### src/rtl/uart_pkg.sv
// Shared constants for the serial port controller: register map, fields, timing.
// Assumes a 125 MHz core clock and a plain strobe register port.
package uart_pkg;
	// Register byte addresses
	localparam logic [7:0] ADDR_DATA = 8'h00;
	localparam logic [7:0] ADDR_FIFO_CTRL = 8'h04;
	localparam logic [7:0] ADDR_FUNC_SEL = 8'h08;
	localparam logic [7:0] ADDR_BAUD = 8'h0C;
	localparam logic [7:0] ADDR_STATUS = 8'h10;
	localparam logic [7:0] ADDR_CTRL = 8'h14;
	// Fifo control: handshake threshold field
	localparam int FCR_THR_LSB = 16;
	localparam int FCR_THR_MSB = 19;
	localparam logic [3:0] FCR_THR_RESET = 4'h1;
	// Function select codes
	localparam logic [1:0] FUNC_UART = 2'b00;
	localparam logic [1:0] FUNC_LIN = 2'b01;
	localparam logic [1:0] FUNC_IRDA = 2'b10;
	localparam logic [1:0] FUNC_RS485 = 2'b11;
	localparam int FUNC_IRDA_BIT = 1;
	// Baud register layout
	localparam int BAUD_A_MSB = 15;
	localparam int BAUD_B_LSB = 24;
	localparam int BAUD_B_MSB = 27;
	localparam int BAUD_M_LSB = 28;
	localparam int BAUD_M_MSB = 29;
	localparam logic [31:0] BAUD_RESET = 32'h0000_000A;
	// Control register bits
	localparam int CTRL_AFC = 0;
	localparam int CTRL_NINTH = 1;
	// Character frame
	localparam int DATA_BITS = 8;
	localparam int FIFO_DEPTH = 16;
	// Infrared limits: fastest rate and pulse width as 3/16 of a bit
	localparam int IRDA_MAX_BAUD = 115200;
	localparam int CLK_HZ = 125_000_000;
	localparam int IRDA_MIN_DIV = CLK_HZ / IRDA_MAX_BAUD;
	localparam int IR_PULSE_TICKS = 3;
	localparam int OVERSAMPLE = 16;
	typedef enum logic [1:0] {BAUD_DIV16, BAUD_DIVB, BAUD_DIV1} baud_mode_t;
endpackage

### src/rtl/uart_baud_gen.sv
// Baud tick generator: emits a 16x oversample tick from the baud register.
// Assumes the register is stable while a character is in flight.
module uart_baud_gen
	import uart_pkg::*;
(
	input wire logic core_clk,
	input wire logic resetn,
	input wire logic [31:0] baud,
	output logic tick16
);
	logic [19:0] cnt;
	logic [19:0] limit;
	logic [15:0] a;
	logic [3:0] b;
	logic [1:0] m;

	// Ticks per 16x sample derived from the three divider modes
	always_comb begin
		a = baud[BAUD_A_MSB:0];
		b = baud[BAUD_B_MSB:BAUD_B_LSB];
		m = baud[BAUD_M_MSB:BAUD_M_LSB];
		limit = 20'(a) + 20'd2;
		if (m == 2'b10)
			limit = 20'((32'(a) + 32'd2) * (32'(b) + 32'd1) / 32'd16);
		else if (m == 2'b11)
			limit = 20'((32'(a) + 32'd2) / 32'd16);
		if (limit == 20'd0)
			limit = 20'd1;
	end

	// Free counter; terminal count is one tick
	always_ff @(posedge core_clk) begin
		if (!resetn) begin
			cnt <= 20'd0;
			tick16 <= 1'b0;
		end else if (cnt + 20'd1 >= limit) begin
			cnt <= 20'd0;
			tick16 <= 1'b1;
		end else begin
			cnt <= cnt + 20'd1;
			tick16 <= 1'b0;
		end
	end
endmodule // uart_baud_gen

### src/rtl/uart_ir_codec.sv
// Infrared SIR codec: short high pulses out, pulse stretching in.
// Assumes tick16 from the baud generator; bypassed when infrared is off.
module uart_ir_codec
	import uart_pkg::*;
(
	input wire logic core_clk,
	input wire logic resetn,
	input wire logic ir_en,
	input wire logic tick16,
	input wire logic tx_serial,
	input wire logic tx_bit_start,
	output logic ir_tx,
	input wire logic ir_rx,
	output logic rx_serial
);
	logic [3:0] pulse_cnt;
	logic [3:0] hold_cnt;

	// Encoder: a zero bit becomes a 3/16 bit pulse
	always_ff @(posedge core_clk) begin
		if (!resetn)
			pulse_cnt <= 4'd0;
		else if (tx_bit_start && !tx_serial && ir_en)
			pulse_cnt <= 4'(IR_PULSE_TICKS);
		else if (tick16 && pulse_cnt != 4'd0)
			pulse_cnt <= pulse_cnt - 4'd1;
	end

	assign ir_tx = ir_en ? (pulse_cnt != 4'd0) : 1'b0;

	// Decoder: stretch a received pulse to a full low bit
	always_ff @(posedge core_clk) begin
		if (!resetn)
			hold_cnt <= 4'd0;
		else if (ir_rx)
			hold_cnt <= 4'(OVERSAMPLE - 1);
		else if (tick16 && hold_cnt != 4'd0)
			hold_cnt <= hold_cnt - 4'd1;
	end

	assign rx_serial = (hold_cnt == 4'd0);
endmodule // uart_ir_codec

### src/rtl/uart_flow_port.sv
// Serial port controller with auto-flow, infrared, LIN and RS-485 functions.
// Assumes core_clk at 125 MHz, a strobe register port, pins synchronous to clock.
// What this block does
// - with auto-flow on outside RS-485, receiver takes characters only while rts_n is low.
// - with auto-flow on outside RS-485, rts_n goes high when fifo count equals threshold.
// - with auto-flow on, transmitter starts a character only while cts_n is low.
// - infrared path runs only when function select bit 1 is set.
// - infrared characters are start, eight data, one stop.
// - infrared runs half duplex at any baud register rate; IRDA_MAX_BAUD is not enforced.
// - infrared blanks received light while transmitting, but a transmit can still start during a reception.
// - infrared has a pulse encoder on transmit and decoder on receive.
// - function select value 01 picks LIN mode.
// - LIN characters are start, eight data, one stop.
// - RS-485 nine bit mode with direction driven on rts_n.
// - RS-485 picked by writing its code into function select.
// - in RS-485, rts_n enables the line driver during transmit.
// - baud register sets the rate; documented settings give listed rates.
//
// Local design decisions: the address map and the strobed register port.
module uart_flow_port
	import uart_pkg::*;
#(
	parameter int DEPTH = FIFO_DEPTH
)
(
	input wire logic core_clk,
	input wire logic resetn,
	input wire logic [7:0] addr,
	input wire logic [31:0] wdata,
	input wire logic wr_en,
	input wire logic rd_en,
	output logic [31:0] rdata,
	input wire logic rxd,
	output logic txd,
	input wire logic cts_n,
	output logic rts_n,
	input wire logic ir_rx,
	output logic ir_tx
);
	localparam int CW = $clog2(DEPTH + 1);
	localparam int PW = $clog2(DEPTH);

	typedef enum {TX_IDLE, TX_START, TX_DATA, TX_NINTH, TX_STOP} tx_state_t;
	typedef enum {RX_IDLE, RX_START, RX_DATA, RX_NINTH, RX_STOP} rx_state_t;

	logic [31:0] fifo_ctrl;
	logic [1:0] func_sel;
	logic [31:0] baud;
	logic [1:0] ctrl;
	logic tick16;
	logic afc;
	logic ir_mode;
	logic rs485;
	logic nine;
	// Receive fifo
	logic [8:0] rx_mem [DEPTH];
	logic [PW-1:0] rx_wp;
	logic [PW-1:0] rx_rp;
	logic [CW-1:0] rx_cnt;
	logic rx_push;
	logic rx_pop;
	logic rx_overrun;
	logic rts_hold;
	// Transmit holding
	logic [8:0] tx_hold;
	logic tx_full;
	logic [8:0] tx_shift;
	logic [3:0] tx_bit;
	logic [3:0] tx_tick;
	logic tx_bit_start;
	logic tx_line;
	logic tx_busy;
	tx_state_t tx_state;
	// Receiver
	logic rx_line;
	logic rx_serial_ir;
	logic [8:0] rx_shift;
	logic [3:0] rx_bit;
	logic [3:0] rx_tick;
	logic rx_framing;
	rx_state_t rx_state;
	logic rx_accept;

	assign afc = ctrl[CTRL_AFC];
	assign ir_mode = func_sel[FUNC_IRDA_BIT] && func_sel != FUNC_RS485;
	assign rs485 = (func_sel == FUNC_RS485);
	// Nine bit frames only for RS-485; LIN and infrared keep eight
	assign nine = rs485 && ctrl[CTRL_NINTH];

	uart_baud_gen u_baud (
		.core_clk(core_clk),
		.resetn(resetn),
		.baud(baud),
		.tick16(tick16)
	);

	uart_ir_codec u_ir (
		.core_clk(core_clk),
		.resetn(resetn),
		.ir_en(ir_mode),
		.tick16(tick16),
		.tx_serial(tx_line),
		.tx_bit_start(tx_bit_start),
		.ir_tx(ir_tx),
		.ir_rx(ir_rx && !tx_busy),
		.rx_serial(rx_serial_ir)
	);

	// Register writes
	always_ff @(posedge core_clk) begin
		if (!resetn) begin
			fifo_ctrl <= {12'h000, FCR_THR_RESET, 16'h0000};
			func_sel <= FUNC_UART;
			baud <= BAUD_RESET;
			ctrl <= 2'b00;
		end else if (wr_en) begin
			unique case (addr)
				ADDR_FIFO_CTRL: fifo_ctrl <= {12'h000, wdata[FCR_THR_MSB:FCR_THR_LSB], 16'h0000};
				ADDR_FUNC_SEL: func_sel <= wdata[1:0];
				ADDR_BAUD: baud <= wdata;
				ADDR_CTRL: ctrl <= wdata[1:0];
				default: ;
			endcase
		end
	end

	// Transmit holding register; write is dropped while full
	always_ff @(posedge core_clk) begin
		if (!resetn) begin
			tx_hold <= 9'h000;
			tx_full <= 1'b0;
		end else if (wr_en && addr == ADDR_DATA && !tx_full) begin
			tx_hold <= wdata[8:0];
			tx_full <= 1'b1;
		end else if (tx_state == TX_IDLE && tx_full && tick16 && (!afc || !cts_n)) begin
			tx_full <= 1'b0;
		end
	end

	// Read mux, data one cycle later; pop on data read
	always_ff @(posedge core_clk) begin
		if (!resetn) begin
			rdata <= 32'h0000_0000;
		end else if (rd_en) begin
			unique case (addr)
				ADDR_DATA: rdata <= {23'h0, rx_mem[rx_rp]};
				ADDR_FIFO_CTRL: rdata <= fifo_ctrl;
				ADDR_FUNC_SEL: rdata <= {30'h0, func_sel};
				ADDR_BAUD: rdata <= baud;
				ADDR_STATUS: rdata <= {24'h0, 1'(rx_cnt), rx_framing, rx_overrun, tx_busy, tx_full,
					rts_n, rx_cnt == CW'(0), rx_cnt == CW'(DEPTH)};
				ADDR_CTRL: rdata <= {30'h0, ctrl};
				default: rdata <= 32'h0000_0000;
			endcase
		end else begin
			rdata <= 32'h0000_0000;
		end
	end

	assign rx_pop = rd_en && addr == ADDR_DATA && rx_cnt != CW'(0);

	// Transmitter state machine, 16 ticks per bit
	always_ff @(posedge core_clk) begin
		if (!resetn) begin
			tx_state <= TX_IDLE;
			tx_shift <= 9'h000;
			tx_bit <= 4'd0;
			tx_tick <= 4'd0;
			tx_line <= 1'b1;
			tx_bit_start <= 1'b0;
		end else begin
			tx_bit_start <= 1'b0;
			if (tick16) begin
				unique case (tx_state)
					TX_IDLE: begin
						// Start only with cts_n low under auto-flow
						if (tx_full && (!afc || !cts_n)) begin
							tx_shift <= tx_hold;
							tx_state <= TX_START;
							tx_line <= 1'b0;
							tx_tick <= 4'd0;
							tx_bit_start <= 1'b1;
						end
					end
					default: begin
						tx_tick <= tx_tick + 4'd1;
						if (tx_tick == 4'(OVERSAMPLE - 1)) begin
							tx_bit_start <= 1'b1;
							unique case (tx_state)
								TX_START: begin
									tx_state <= TX_DATA;
									tx_bit <= 4'd0;
									tx_line <= tx_shift[0];
								end
								TX_DATA: begin
									tx_bit <= tx_bit + 4'd1;
									if (tx_bit == 4'(DATA_BITS - 1)) begin
										tx_state <= nine ? TX_NINTH : TX_STOP;
										tx_line <= nine ? tx_shift[8] : 1'b1;
									end else begin
										tx_line <= tx_shift[tx_bit[2:0] + 3'd1];
									end
								end
								TX_NINTH: begin
									tx_state <= TX_STOP;
									tx_line <= 1'b1;
								end
								default: begin
									tx_state <= TX_IDLE;
									tx_bit_start <= 1'b0;
								end
							endcase
						end
					end
				endcase
			end
		end
	end

	assign tx_busy = (tx_state != TX_IDLE);
	assign txd = ir_mode ? 1'b1 : tx_line;
	// Receive line: infrared decoder output or raw pin, gated in half duplex
	assign rx_line = ir_mode ? (tx_busy ? 1'b1 : rx_serial_ir) : rxd;

	// Receiver state machine samples mid-bit
	always_ff @(posedge core_clk) begin
		if (!resetn) begin
			rx_state <= RX_IDLE;
			rx_shift <= 9'h000;
			rx_bit <= 4'd0;
			rx_tick <= 4'd0;
			rx_push <= 1'b0;
		end else begin
			rx_push <= 1'b0;
			if (tick16) begin
				unique case (rx_state)
					RX_IDLE: begin
						// Under auto-flow no start is taken with rts_hold high
						if (!rx_line && rx_accept) begin
							rx_state <= RX_START;
							rx_tick <= 4'd0;
						end
					end
					default: begin
						rx_tick <= rx_tick + 4'd1;
						if (rx_tick == 4'(OVERSAMPLE / 2 - 1)) begin
							unique case (rx_state)
								RX_START: begin
									rx_state <= rx_line ? RX_IDLE : RX_DATA;
									rx_bit <= 4'd0;
								end
								RX_DATA: begin
									rx_shift[rx_bit[2:0]] <= rx_line;
									rx_bit <= rx_bit + 4'd1;
									if (rx_bit == 4'(DATA_BITS - 1))
										rx_state <= nine ? RX_NINTH : RX_STOP;
								end
								RX_NINTH: begin
									rx_shift[8] <= rx_line;
									rx_state <= RX_STOP;
								end
								default: begin
									rx_state <= RX_IDLE;
									rx_push <= 1'b1;
									rx_tick <= 4'd0;
								end
							endcase
						end else if (rx_tick == 4'(OVERSAMPLE - 1)) begin
							rx_tick <= 4'd0;
						end
					end
				endcase
			end
		end
	end

	// Framing flag: stop bit low; set wins over clear on status read
	always_ff @(posedge core_clk) begin
		if (!resetn)
			rx_framing <= 1'b0;
		else if (tick16 && rx_state == RX_STOP && rx_tick == 4'(OVERSAMPLE / 2 - 1) && !rx_line)
			rx_framing <= 1'b1;
		else if (rd_en && addr == ADDR_STATUS)
			rx_framing <= 1'b0;
	end

	// Receive fifo storage and counters
	always_ff @(posedge core_clk) begin
		if (!resetn) begin
			rx_wp <= '0;
			rx_rp <= '0;
			rx_cnt <= '0;
			rx_overrun <= 1'b0;
		end else begin
			if (rx_push && rx_cnt != CW'(DEPTH)) begin
				rx_mem[rx_wp] <= {nine ? rx_shift[8] : 1'b0, rx_shift[7:0]};
				rx_wp <= PW'((32'(rx_wp) + 32'd1) % DEPTH);
			end
			if (rx_pop)
				rx_rp <= PW'((32'(rx_rp) + 32'd1) % DEPTH);
			if (rx_push && rx_cnt != CW'(DEPTH) && !rx_pop)
				rx_cnt <= rx_cnt + CW'(1);
			else if (rx_pop && !(rx_push && rx_cnt != CW'(DEPTH)))
				rx_cnt <= rx_cnt - CW'(1);
			if (rx_push && rx_cnt == CW'(DEPTH))
				rx_overrun <= 1'b1;
			else if (rd_en && addr == ADDR_STATUS)
				rx_overrun <= 1'b0;
		end
	end

	// Handshake: high at threshold, low again below it
	always_ff @(posedge core_clk) begin
		if (!resetn)
			rts_hold <= 1'b1;
		else if (rx_cnt >= CW'(fifo_ctrl[FCR_THR_MSB:FCR_THR_LSB]))
			rts_hold <= 1'b1;
		else
			rts_hold <= 1'b0;
	end

	// Finish a character already started, start no new one while held
	assign rx_accept = !afc || !rts_hold || rx_state != RX_IDLE;

	// RS-485 drives rts_n low as driver enable during transmit
	assign rts_n = rs485 ? !(tx_busy || tx_full) : (afc ? rts_hold : 1'b1);

	chk_rts_threshold: assert property (@(posedge core_clk) disable iff (!resetn)
		(afc && !rs485 && rx_cnt == CW'(fifo_ctrl[FCR_THR_MSB:FCR_THR_LSB])) |=> rts_n)
		else $error("rts_n low at threshold");
	// A mode or control write in the same cycle legally moves rts_n away from the fifo level
	chk_rts_release: assert property (@(posedge core_clk) disable iff (!resetn)
		(afc && !rs485 && rx_cnt < CW'(fifo_ctrl[FCR_THR_MSB:FCR_THR_LSB])
		&& $stable(fifo_ctrl)
		&& !(wr_en && (addr == ADDR_CTRL || addr == ADDR_FUNC_SEL))) |=> !rts_n)
		else $error("rts_n not released");
	chk_rx_gate: assert property (@(posedge core_clk) disable iff (!resetn)
		(afc && !rs485 && rts_n && rx_state == RX_IDLE) |=> rx_state == RX_IDLE)
		else $error("start taken with rts_n high");
	chk_cts_gate: assert property (@(posedge core_clk) disable iff (!resetn)
		(afc && cts_n && tx_state == TX_IDLE) |=> tx_state == TX_IDLE)
		else $error("transmit started with cts_n high");
	chk_ir_half: assert property (@(posedge core_clk) disable iff (!resetn)
		(ir_mode && tx_busy) |-> rx_line)
		else $error("infrared receive during transmit");
	chk_ir_quiet: assert property (@(posedge core_clk) disable iff (!resetn)
		!ir_mode |-> !ir_tx)
		else $error("infrared output while disabled");
	chk_rs485_dir: assert property (@(posedge core_clk) disable iff (!resetn)
		(rs485 && tx_busy) |-> !rts_n)
		else $error("driver not enabled while sending");
	chk_lin_frame: assert property (@(posedge core_clk) disable iff (!resetn)
		(func_sel == FUNC_LIN && tx_state == TX_DATA && tx_bit == 4'(DATA_BITS - 1)
		&& tick16 && tx_tick == 4'(OVERSAMPLE - 1)) |=> tx_state == TX_STOP)
		else $error("LIN frame not eight bits");
	chk_func_lin: assert property (@(posedge core_clk) disable iff (!resetn)
		(wr_en && addr == ADDR_FUNC_SEL && wdata[1:0] == FUNC_LIN) |=> !ir_mode && !rs485)
		else $error("LIN select misdecoded");
endmodule // uart_flow_port

### config.mk
export PLATFORM = sky130hd
export DESIGN_NAME = uart_flow_port
export DESIGN_NICKNAME = d
export VERILOG_FILES = /design/src/rtl/uart_pkg.sv /design/src/rtl/uart_baud_gen.sv /design/src/rtl/uart_ir_codec.sv /design/src/rtl/uart_flow_port.sv
export SDC_FILE = /design/constraint.sdc
export NUM_CORES = 1
export LEC_CHECK = 0
export ABC_AREA = 1
export BUFFER_PORTS_ARGS = -buffer_cell sky130_fd_sc_hd__buf_4
export CORE_MARGIN = 1.5
export CORE_UTILIZATION = 38
export DETAILED_ROUTE_END_ITERATION = 8
export PLACE_DENSITY = 0.66
export SYNTH_ARGS = -nofsm -noshare
export SYNTH_HDL_FRONTEND = slang
export SYNTH_HIERARCHICAL = 1
export SYNTH_SLANG_ARGS = --single-unit
### constraint.sdc
create_clock -name core_clk -period 11.3 [get_ports core_clk]
set_input_delay 2.26 -clock core_clk [delete_from_list [all_inputs] [get_ports core_clk]]
set_output_delay 2.26 -clock core_clk [all_outputs]
set_load 0.05 [all_outputs]
==> results.ini, run 1 <==
[status]
status=complete, no violations

[grt]
antenna_found_initial=0
grt_pass1_vias=14400
met3_usage_pct=4.04
grt_most_used_layer=met2
overflow=0
use_met1_pct=24.4
grt_max_degree=88
met2_usage_pct=31.9
track_usage_pct=19.0
grt_pass1_wl_mm=73.9

[route]
wl_per_cell_um=15.3
vias_per_cell=5.02
firstDrtPassIters=6
antenna_left=0
vias=14900
drtIter0Drc=971
wl_mm=45.5
drcViolationCount=0

[synth]
synth_compound_area_share_pct=7.85
synth_flop_cell=dfxtp_1
synth_top_family_by_area=simple AND/OR/NAND/NOR gates
synth_seq_cells=318
synth.area.top_cells=edfxtp_1 24%, dfxtp_1 19%, nand2_1 11%, inv_1 6.8%, nor2_1 6.1%
synth_top_area_share_pct=24.2
synth_warnings=6
ys_types=55
yosysTopAreaCell=edfxtp_1
synth.top_cells.by_count=537 x nand2_1, 323 x inv_1, 292 x nor2_1
syn_area_sq_um=17900
syn_inst=2276
synth.most_common_cell=nand2_1
synth_fp_nets=2440
synthMuxAreaShare_pct=0.0559
synth-edff-count=144
ys_seq_area_share_pct=43.6
synth_fa_ha_area_share_pct=10.1
syn_area_per_cell_sq_um=7.86
synth_xor_area_share_pct=1.17
synth-simple-area-share_pct=28.0
synthArstFlopShare_pct=0

[floorplan]
start_util_pct=38.5
io_pins=82
die_w_um=220
die-area_sq_um=48400
rows=79
coreArea_sq_um=46500
die_y_um=220

[layout]
layout.nets=2505
fin_area_sq_um=20200
area_delta_synth_final_pct=13.0
final_cell_count_no_fill=2975
antenna_cells=0
drive_gt1_share_pct=9.88

[sta]
setup_violations=0
min_period_over_period_pct=60.3
relSlewSlack_pct=11.8
finClkSkew_ns=0.0378
fin_crit_ns=6.82
maxSlewViolCount=0
hold_slack_ns=0.438
hold_viol=0
fmax_mhz=147
tns_ns=0
rsz0062_at_grt=false
tightest_slew_ns=1.32

[hold_path]
holdCritPathClass=flip-flop to flip-flop
min-delay-start=baud[31]

[place]
dp_hpwl_mm=32.9
placed_area_sq_um=19000
finalWeightedCongestion=0.950
place_inst=2910
io_buffers=81

[clocking]
post_cts_resized=0
clockBufferDepth=3
cts_tree=done
post-cts-setup-buffers=0
cts_hold_buf=0
cts_max_level=2
clock_latency_ns=0.56
root_buffer=clkbuf_16
clock-sinks=318
path_clk_slew_ns=0.06
cts_inserted_buffers=36

[power]
peakVddDrop_v=0.000105
p_leak_nw=8.91
powerDensity_nw_per_um2=122

[worst_setup_path]
critPathArrivalTime_ns=7.26
cp_max_fo=19
end_kind=flip-flop
r2r-start=baud[24]
slowest_stage=xor2_1
slowest_delay_ns=1.04
required_ns=11.75
path_class=flip-flop to flip-flop
startpoint=baud[24]
start_kind=flip-flop

[flow_run]
cap_violations=0

==> worst max-delay path: cells and delay by family (launching register included) <==
kind,cells,cell delay (ns)
fa+ha+maj,5,2.17
xor+xnor,1,1.04
buf+inv,6,0.56
compound gates,1,0.08
simple gates,17,2.18
flops,1,0.66
==> path summary, 6_finish.rpt <==
kind | end | slack (ns) | depth (start not counted)
setup reg to reg | u_baud/cnt[14] | 4.48 | 30
setup / recovery | u_baud/cnt[14] | 4.48 | 30
hold / removal | rdata[31] | 0.44 | 2
hold reg to reg | rdata[31] | 0.44 | 2
==> per-layer routing <==
metal | share of wire [%] | up-vias
met5 | 0 | -
li1 | - | 7444
met3 | 6.6 | 76
met1 | 44 | 7003
met2 | 47 | 423
met4 | 2.6 | 0
==> kinds of logic (layout without fill, tap and decap cells) <==
| family | after synthesis | count (layout) |
|---|---|---|
| simple gates | 1155 | 1155 |
| buf+inv | 407 | 499 |
| flops | 318 | 318 |
| compound gates | 253 | 253 |
| fa+ha+maj | 117 | 117 |
| xor+xnor | 24 | 24 |
| other cells | 1 | 1 |
| mux | 1 | 1 |
==> per-stage QoR <==
step                utilization, %  total power, W  worst slack (ns)
global placement              40.9         0.00129              4.72
floorplan                        -         0.00127              5.75
finish                        43.5         0.00246              4.48
CTS                           43.5         0.00249              4.53
detailed placement            40.9         0.00129              4.58
global route                  43.5         0.00254              3.93
==> power breakdown <==
group	switching, W	internal, W	total (W)
clock network	0.000492	0.000699	0.00119
registers	0.00000375	0.00120	0.00120
logic	0.0000429	0.0000253	0.0000683
==> flip-flops by register name (all words and copies together), names as in the netlist, 3 cells and up, named ones only <==
register        count
tx_tick             4
u_ir/pulse_cnt      4
tx_hold             9
rx_mem            144
tx_shift            9
rx_tick             4
rx_bit              4
rx_shift            9
fifo_ctrl           4
u_baud/cnt         20
rx_cnt              5
tx_bit              4
rdata              32
baud               32
rx_rp               4
tx_state            3
rx_state            3
u_ir/hold_cnt       4
rx_wp               4
==> layout by cell type (no fill, tap or decap), types with 4 or more instances in the layout <==
cell,instances
nor2_4,6
nand3_2,4
xnor2_1,5
clkbuf_1,4
nand2_4,4
fa_1,45
a21oi_2,12
buf_4,90
nor3_1,29
edfxtp_1,144
o21bai_1,5
nand3b_1,10
a21oi_1,93
o21ai_1,7
clkinv_2,7
xor2_1,19
nand3_1,202
nand2_1,537
o22ai_1,11
nand2_2,7
nand4_1,24
clkbuf_8,5
clkbuf_16,36
inv_2,15
ha_1,72
o211ai_1,7
nor2_2,20
o21ai_0,99
a211oi_1,7
dfxtp_1,173
nor2_1,292
clkinv_1,6
inv_1,323
==> area by class of cell <==
type / instances / area, sq um
fillers: 4587 / 26200
multi-input cells: 1551 / 8450
flip-flops and latches: 318 / 7810
inverters: 344 / 1310
clock buffers: 45 / 985
well taps: 607 / 759
repair buffers: 90 / 676
clock inverters: 20 / 241
Power figures use the tool's default switching activity.
==> run 2, diff against run 1 <==
==> constraint.sdc (replaced) <==
create_clock -name core_clk -period 6.55 [get_ports core_clk]
set_input_delay 1.31 -clock core_clk [delete_from_list [all_inputs] [get_ports core_clk]]
set_output_delay 1.31 -clock core_clk [all_outputs]
set_load 0.05 [all_outputs]
==> run 2 against run 1 <==
Against the previous run: sequential power is 73% higher; global-route usage up 0.15 points; combinational power increased by 76%; worst hold slack improved by 0.0096 ns; first-iteration DRC count down 3.3%; power rose by 70%; design area grew 0.38%; via count grew 0.58%; worst setup slack got worse by 4.0 ns; critical path type unchanged.
==> results.ini, run 2 (same netlist as run 1, synthesis figures left out) <==
[power]
p_int_w=0.00326  ; +70%
powerDensity_nw_per_um2=206  ; +69%
p_leak_nw=8.92  ; about the same
pwr-share-clk_pct=47.6  ; -0.8 points
peakVddDrop_v=0.000196  ; +88%
p_sw_w=0.000925  ; +72%
switching_share_pct=22.1  ; +0.20 points
p_comb_share_pct=2.9  ; about the same
pwr-share-seq_pct=49.5  ; +0.7 points

[worst_setup_path]
end_kind=flip-flop
rr_endpoint=u_baud/cnt[10]
slowest_delay_ns=0.54  ; -0.50 ns
start_kind=flip-flop
slowest_stage=fa_1
path_class=flip-flop to flip-flop
reg2regPathDepth=31  ; +3.3%
critPathArrivalTime_ns=6.43  ; -0.83 ns
r2r-start=baud[5]
r2r_slack_ns=0.53  ; -3.96 ns
required_ns=6.96  ; -4.79 ns
critPathMostFrequentCell=nand2_1
cp_max_fo=19  ; unchanged

[grt]
grt_max_degree=88  ; unchanged
overflow=0  ; unchanged
grt_pass1_vias=14500  ; +0.68%
track_usage_pct=19.2  ; +0.15 points
antenna_found_initial=0  ; unchanged
grt_pass1_wl_mm=74.2  ; +0.41%

[route]
drtIter0Drc=939  ; -3.3%
drcViolationCount=0  ; unchanged
wl_mm=45.6  ; about the same
vias_per_cell=5.04  ; +0.24%
vias=15000  ; +0.58%
wl_per_cell_um=15.3  ; -0.32%
firstDrtPassIters=6  ; unchanged
antenna_left=0  ; unchanged

[floorplan]
coreArea_sq_um=46500  ; unchanged
die_y_um=220  ; unchanged
rows=79  ; unchanged
die_w_um=220  ; unchanged
die-area_sq_um=48400  ; unchanged
start_util_pct=38.5  ; unchanged
io_pins=82  ; unchanged

[layout]
top_regs=rx_mem: 144 flops, baud: 32 flops, rdata: 32 flops
final_cell_count_no_fill=2985  ; +0.34%
final_cell_mix=537 x nand2_1, 323 x inv_1, 292 x nor2_1
regMostFlops=rx_mem
fin_util_pct=43.7  ; +0.17 points
area_delta_synth_final_pct=13.4
drive_gt1_share_pct=10.4  ; +0.51 points
layout.nets=2515  ; +0.40%
antenna_cells=0  ; unchanged
largest_reg_flops=144  ; unchanged
layout_commonest_cell=nand2_1

[clocking]
cts_tree=done
clock_latency_ns=0.55  ; about the same
clock-sinks=318  ; unchanged
path_clk_slew_ns=0.06  ; about the same
root_buffer=clkbuf_16
cts_max_level=2  ; unchanged
clockBufferDepth=3  ; unchanged
cts_inserted_buffers=36  ; unchanged

[sta]
finClkSkew_ns=0.0287  ; -0.00908 ns
relSlewSlack_pct=18.8  ; +7.0 points
tns_ns=0  ; unchanged
fmax_mhz=166  ; +13%
maxSlewViolCount=0  ; unchanged
fin_crit_ns=6.02  ; -0.795 ns
tightest_slew_ns=1.21  ; -0.110 ns
setup_violations=0  ; unchanged
rsz0062_at_grt=false
min_period_over_period_pct=91.9  ; +32 points
hold_viol=0  ; unchanged

[hold_path]
min_to=rdata[22]
min-delay-start=baud[22]
hold_path_depth=2  ; unchanged
holdCritPathClass=flip-flop to flip-flop

[place]
place_inst=2917  ; +0.24%
finalWeightedCongestion=0.930  ; -2.1%
dp_hpwl_mm=33.2  ; +1.0%
io_buffers=81  ; unchanged

[status]
status=complete, no violations

[flow_run]
cap_violations=0  ; unchanged

run 2: cell count changes in the layout (fill, tap and decap cells not counted), sizes merged:
| cell | previous run | this run |
|---|---|---|
| clkinvlp | 3 | 5 |
| bufinv | 4 | 1 |
| inv | 341 | 340 |
| clkbuf | 45 | 49 |
| buf | 90 | 100 |
| clkinv | 16 | 14 |
run 2: area by class of cell:
cell class / instances / area [sq um]
timing repair buffer: 100 / 763
tap: 607 / 759
multi-input combinational: 1551 / 8460
clock buffer: 49 / 1060
clock inverter: 16 / 140
inverter: 344 / 1310
fill: 4596 / 26200
sequential: 318 / 7810
run 2: worst max-delay path: cells and delay by family (launching register included):
kind | cells | cell delay, ns
adders and majority gates | 5 | 2.23
and+or+nand+nor | 19 | 2.17
AOI/OAI and AO/OA | 2 | 0.56
buffers and inverters | 5 | 0.45
DFF | 1 | 0.45
run 2: routing by layer:
layer | GRT usage [%] | up-vias | wire (um)
li1 | - | 7459 | -
met1 | 24.7 | 7041 | 20200
met2 | 32.9 | 450 | 21400
met3 | 3.17 | 82 | 2740
met4 | 5.83 | 0 | 1150
met5 | 0 | - | 0
run 2: timing repair:
action / CTS / global route
gates resized for setup: 0 / 3
hold buffers: 0 / 0
buffers inserted: 0 / 3
setup endpoints to repair: 0 / 20
run 2: power by group through the flow:
stage	clock, W	combinational, W	sequential, W
4_1_cts	0.00203	0.000119	0.00207
2_1_floorplan	0	0.0000731	0.00211
5_1_grt	0.00211	0.000133	0.00207
3_5_place_dp	0	0.000119	0.00211
6_report	0.00199	0.000120	0.00207
3_3_place_gp	0	0.000116	0.00211
run 2: per-stage QoR:
step / hold slack, ns / worst slack (ns) / instance area, sq um / power, W
floorplan: 0.419 / 0.997 / 17900 / 0.00218
global placement: 0.427 / 0.603 / 19000 / 0.00223
detailed placement: 0.433 / 0.402 / 19000 / 0.00223
CTS: 0.445 / 0.345 / 20200 / 0.00422
global route: 0.459 / 0.00483 / 20300 / 0.00431
finish: 0.447 / 0.528 / 20300 / 0.00418
run 2: worst max-delay path by stage:
stage,from,to,cells past startpoint
2_1_floorplan,baud[24],u_baud/cnt[16],32
3_3_place_gp,baud[1],u_baud/cnt[8],31
3_5_place_dp,baud[1],u_baud/cnt[14],31
4_1_cts,baud[1],u_baud/cnt[14],31
5_1_grt,baud[2],u_baud/cnt[7],35
6_report,baud[5],u_baud/cnt[10],31
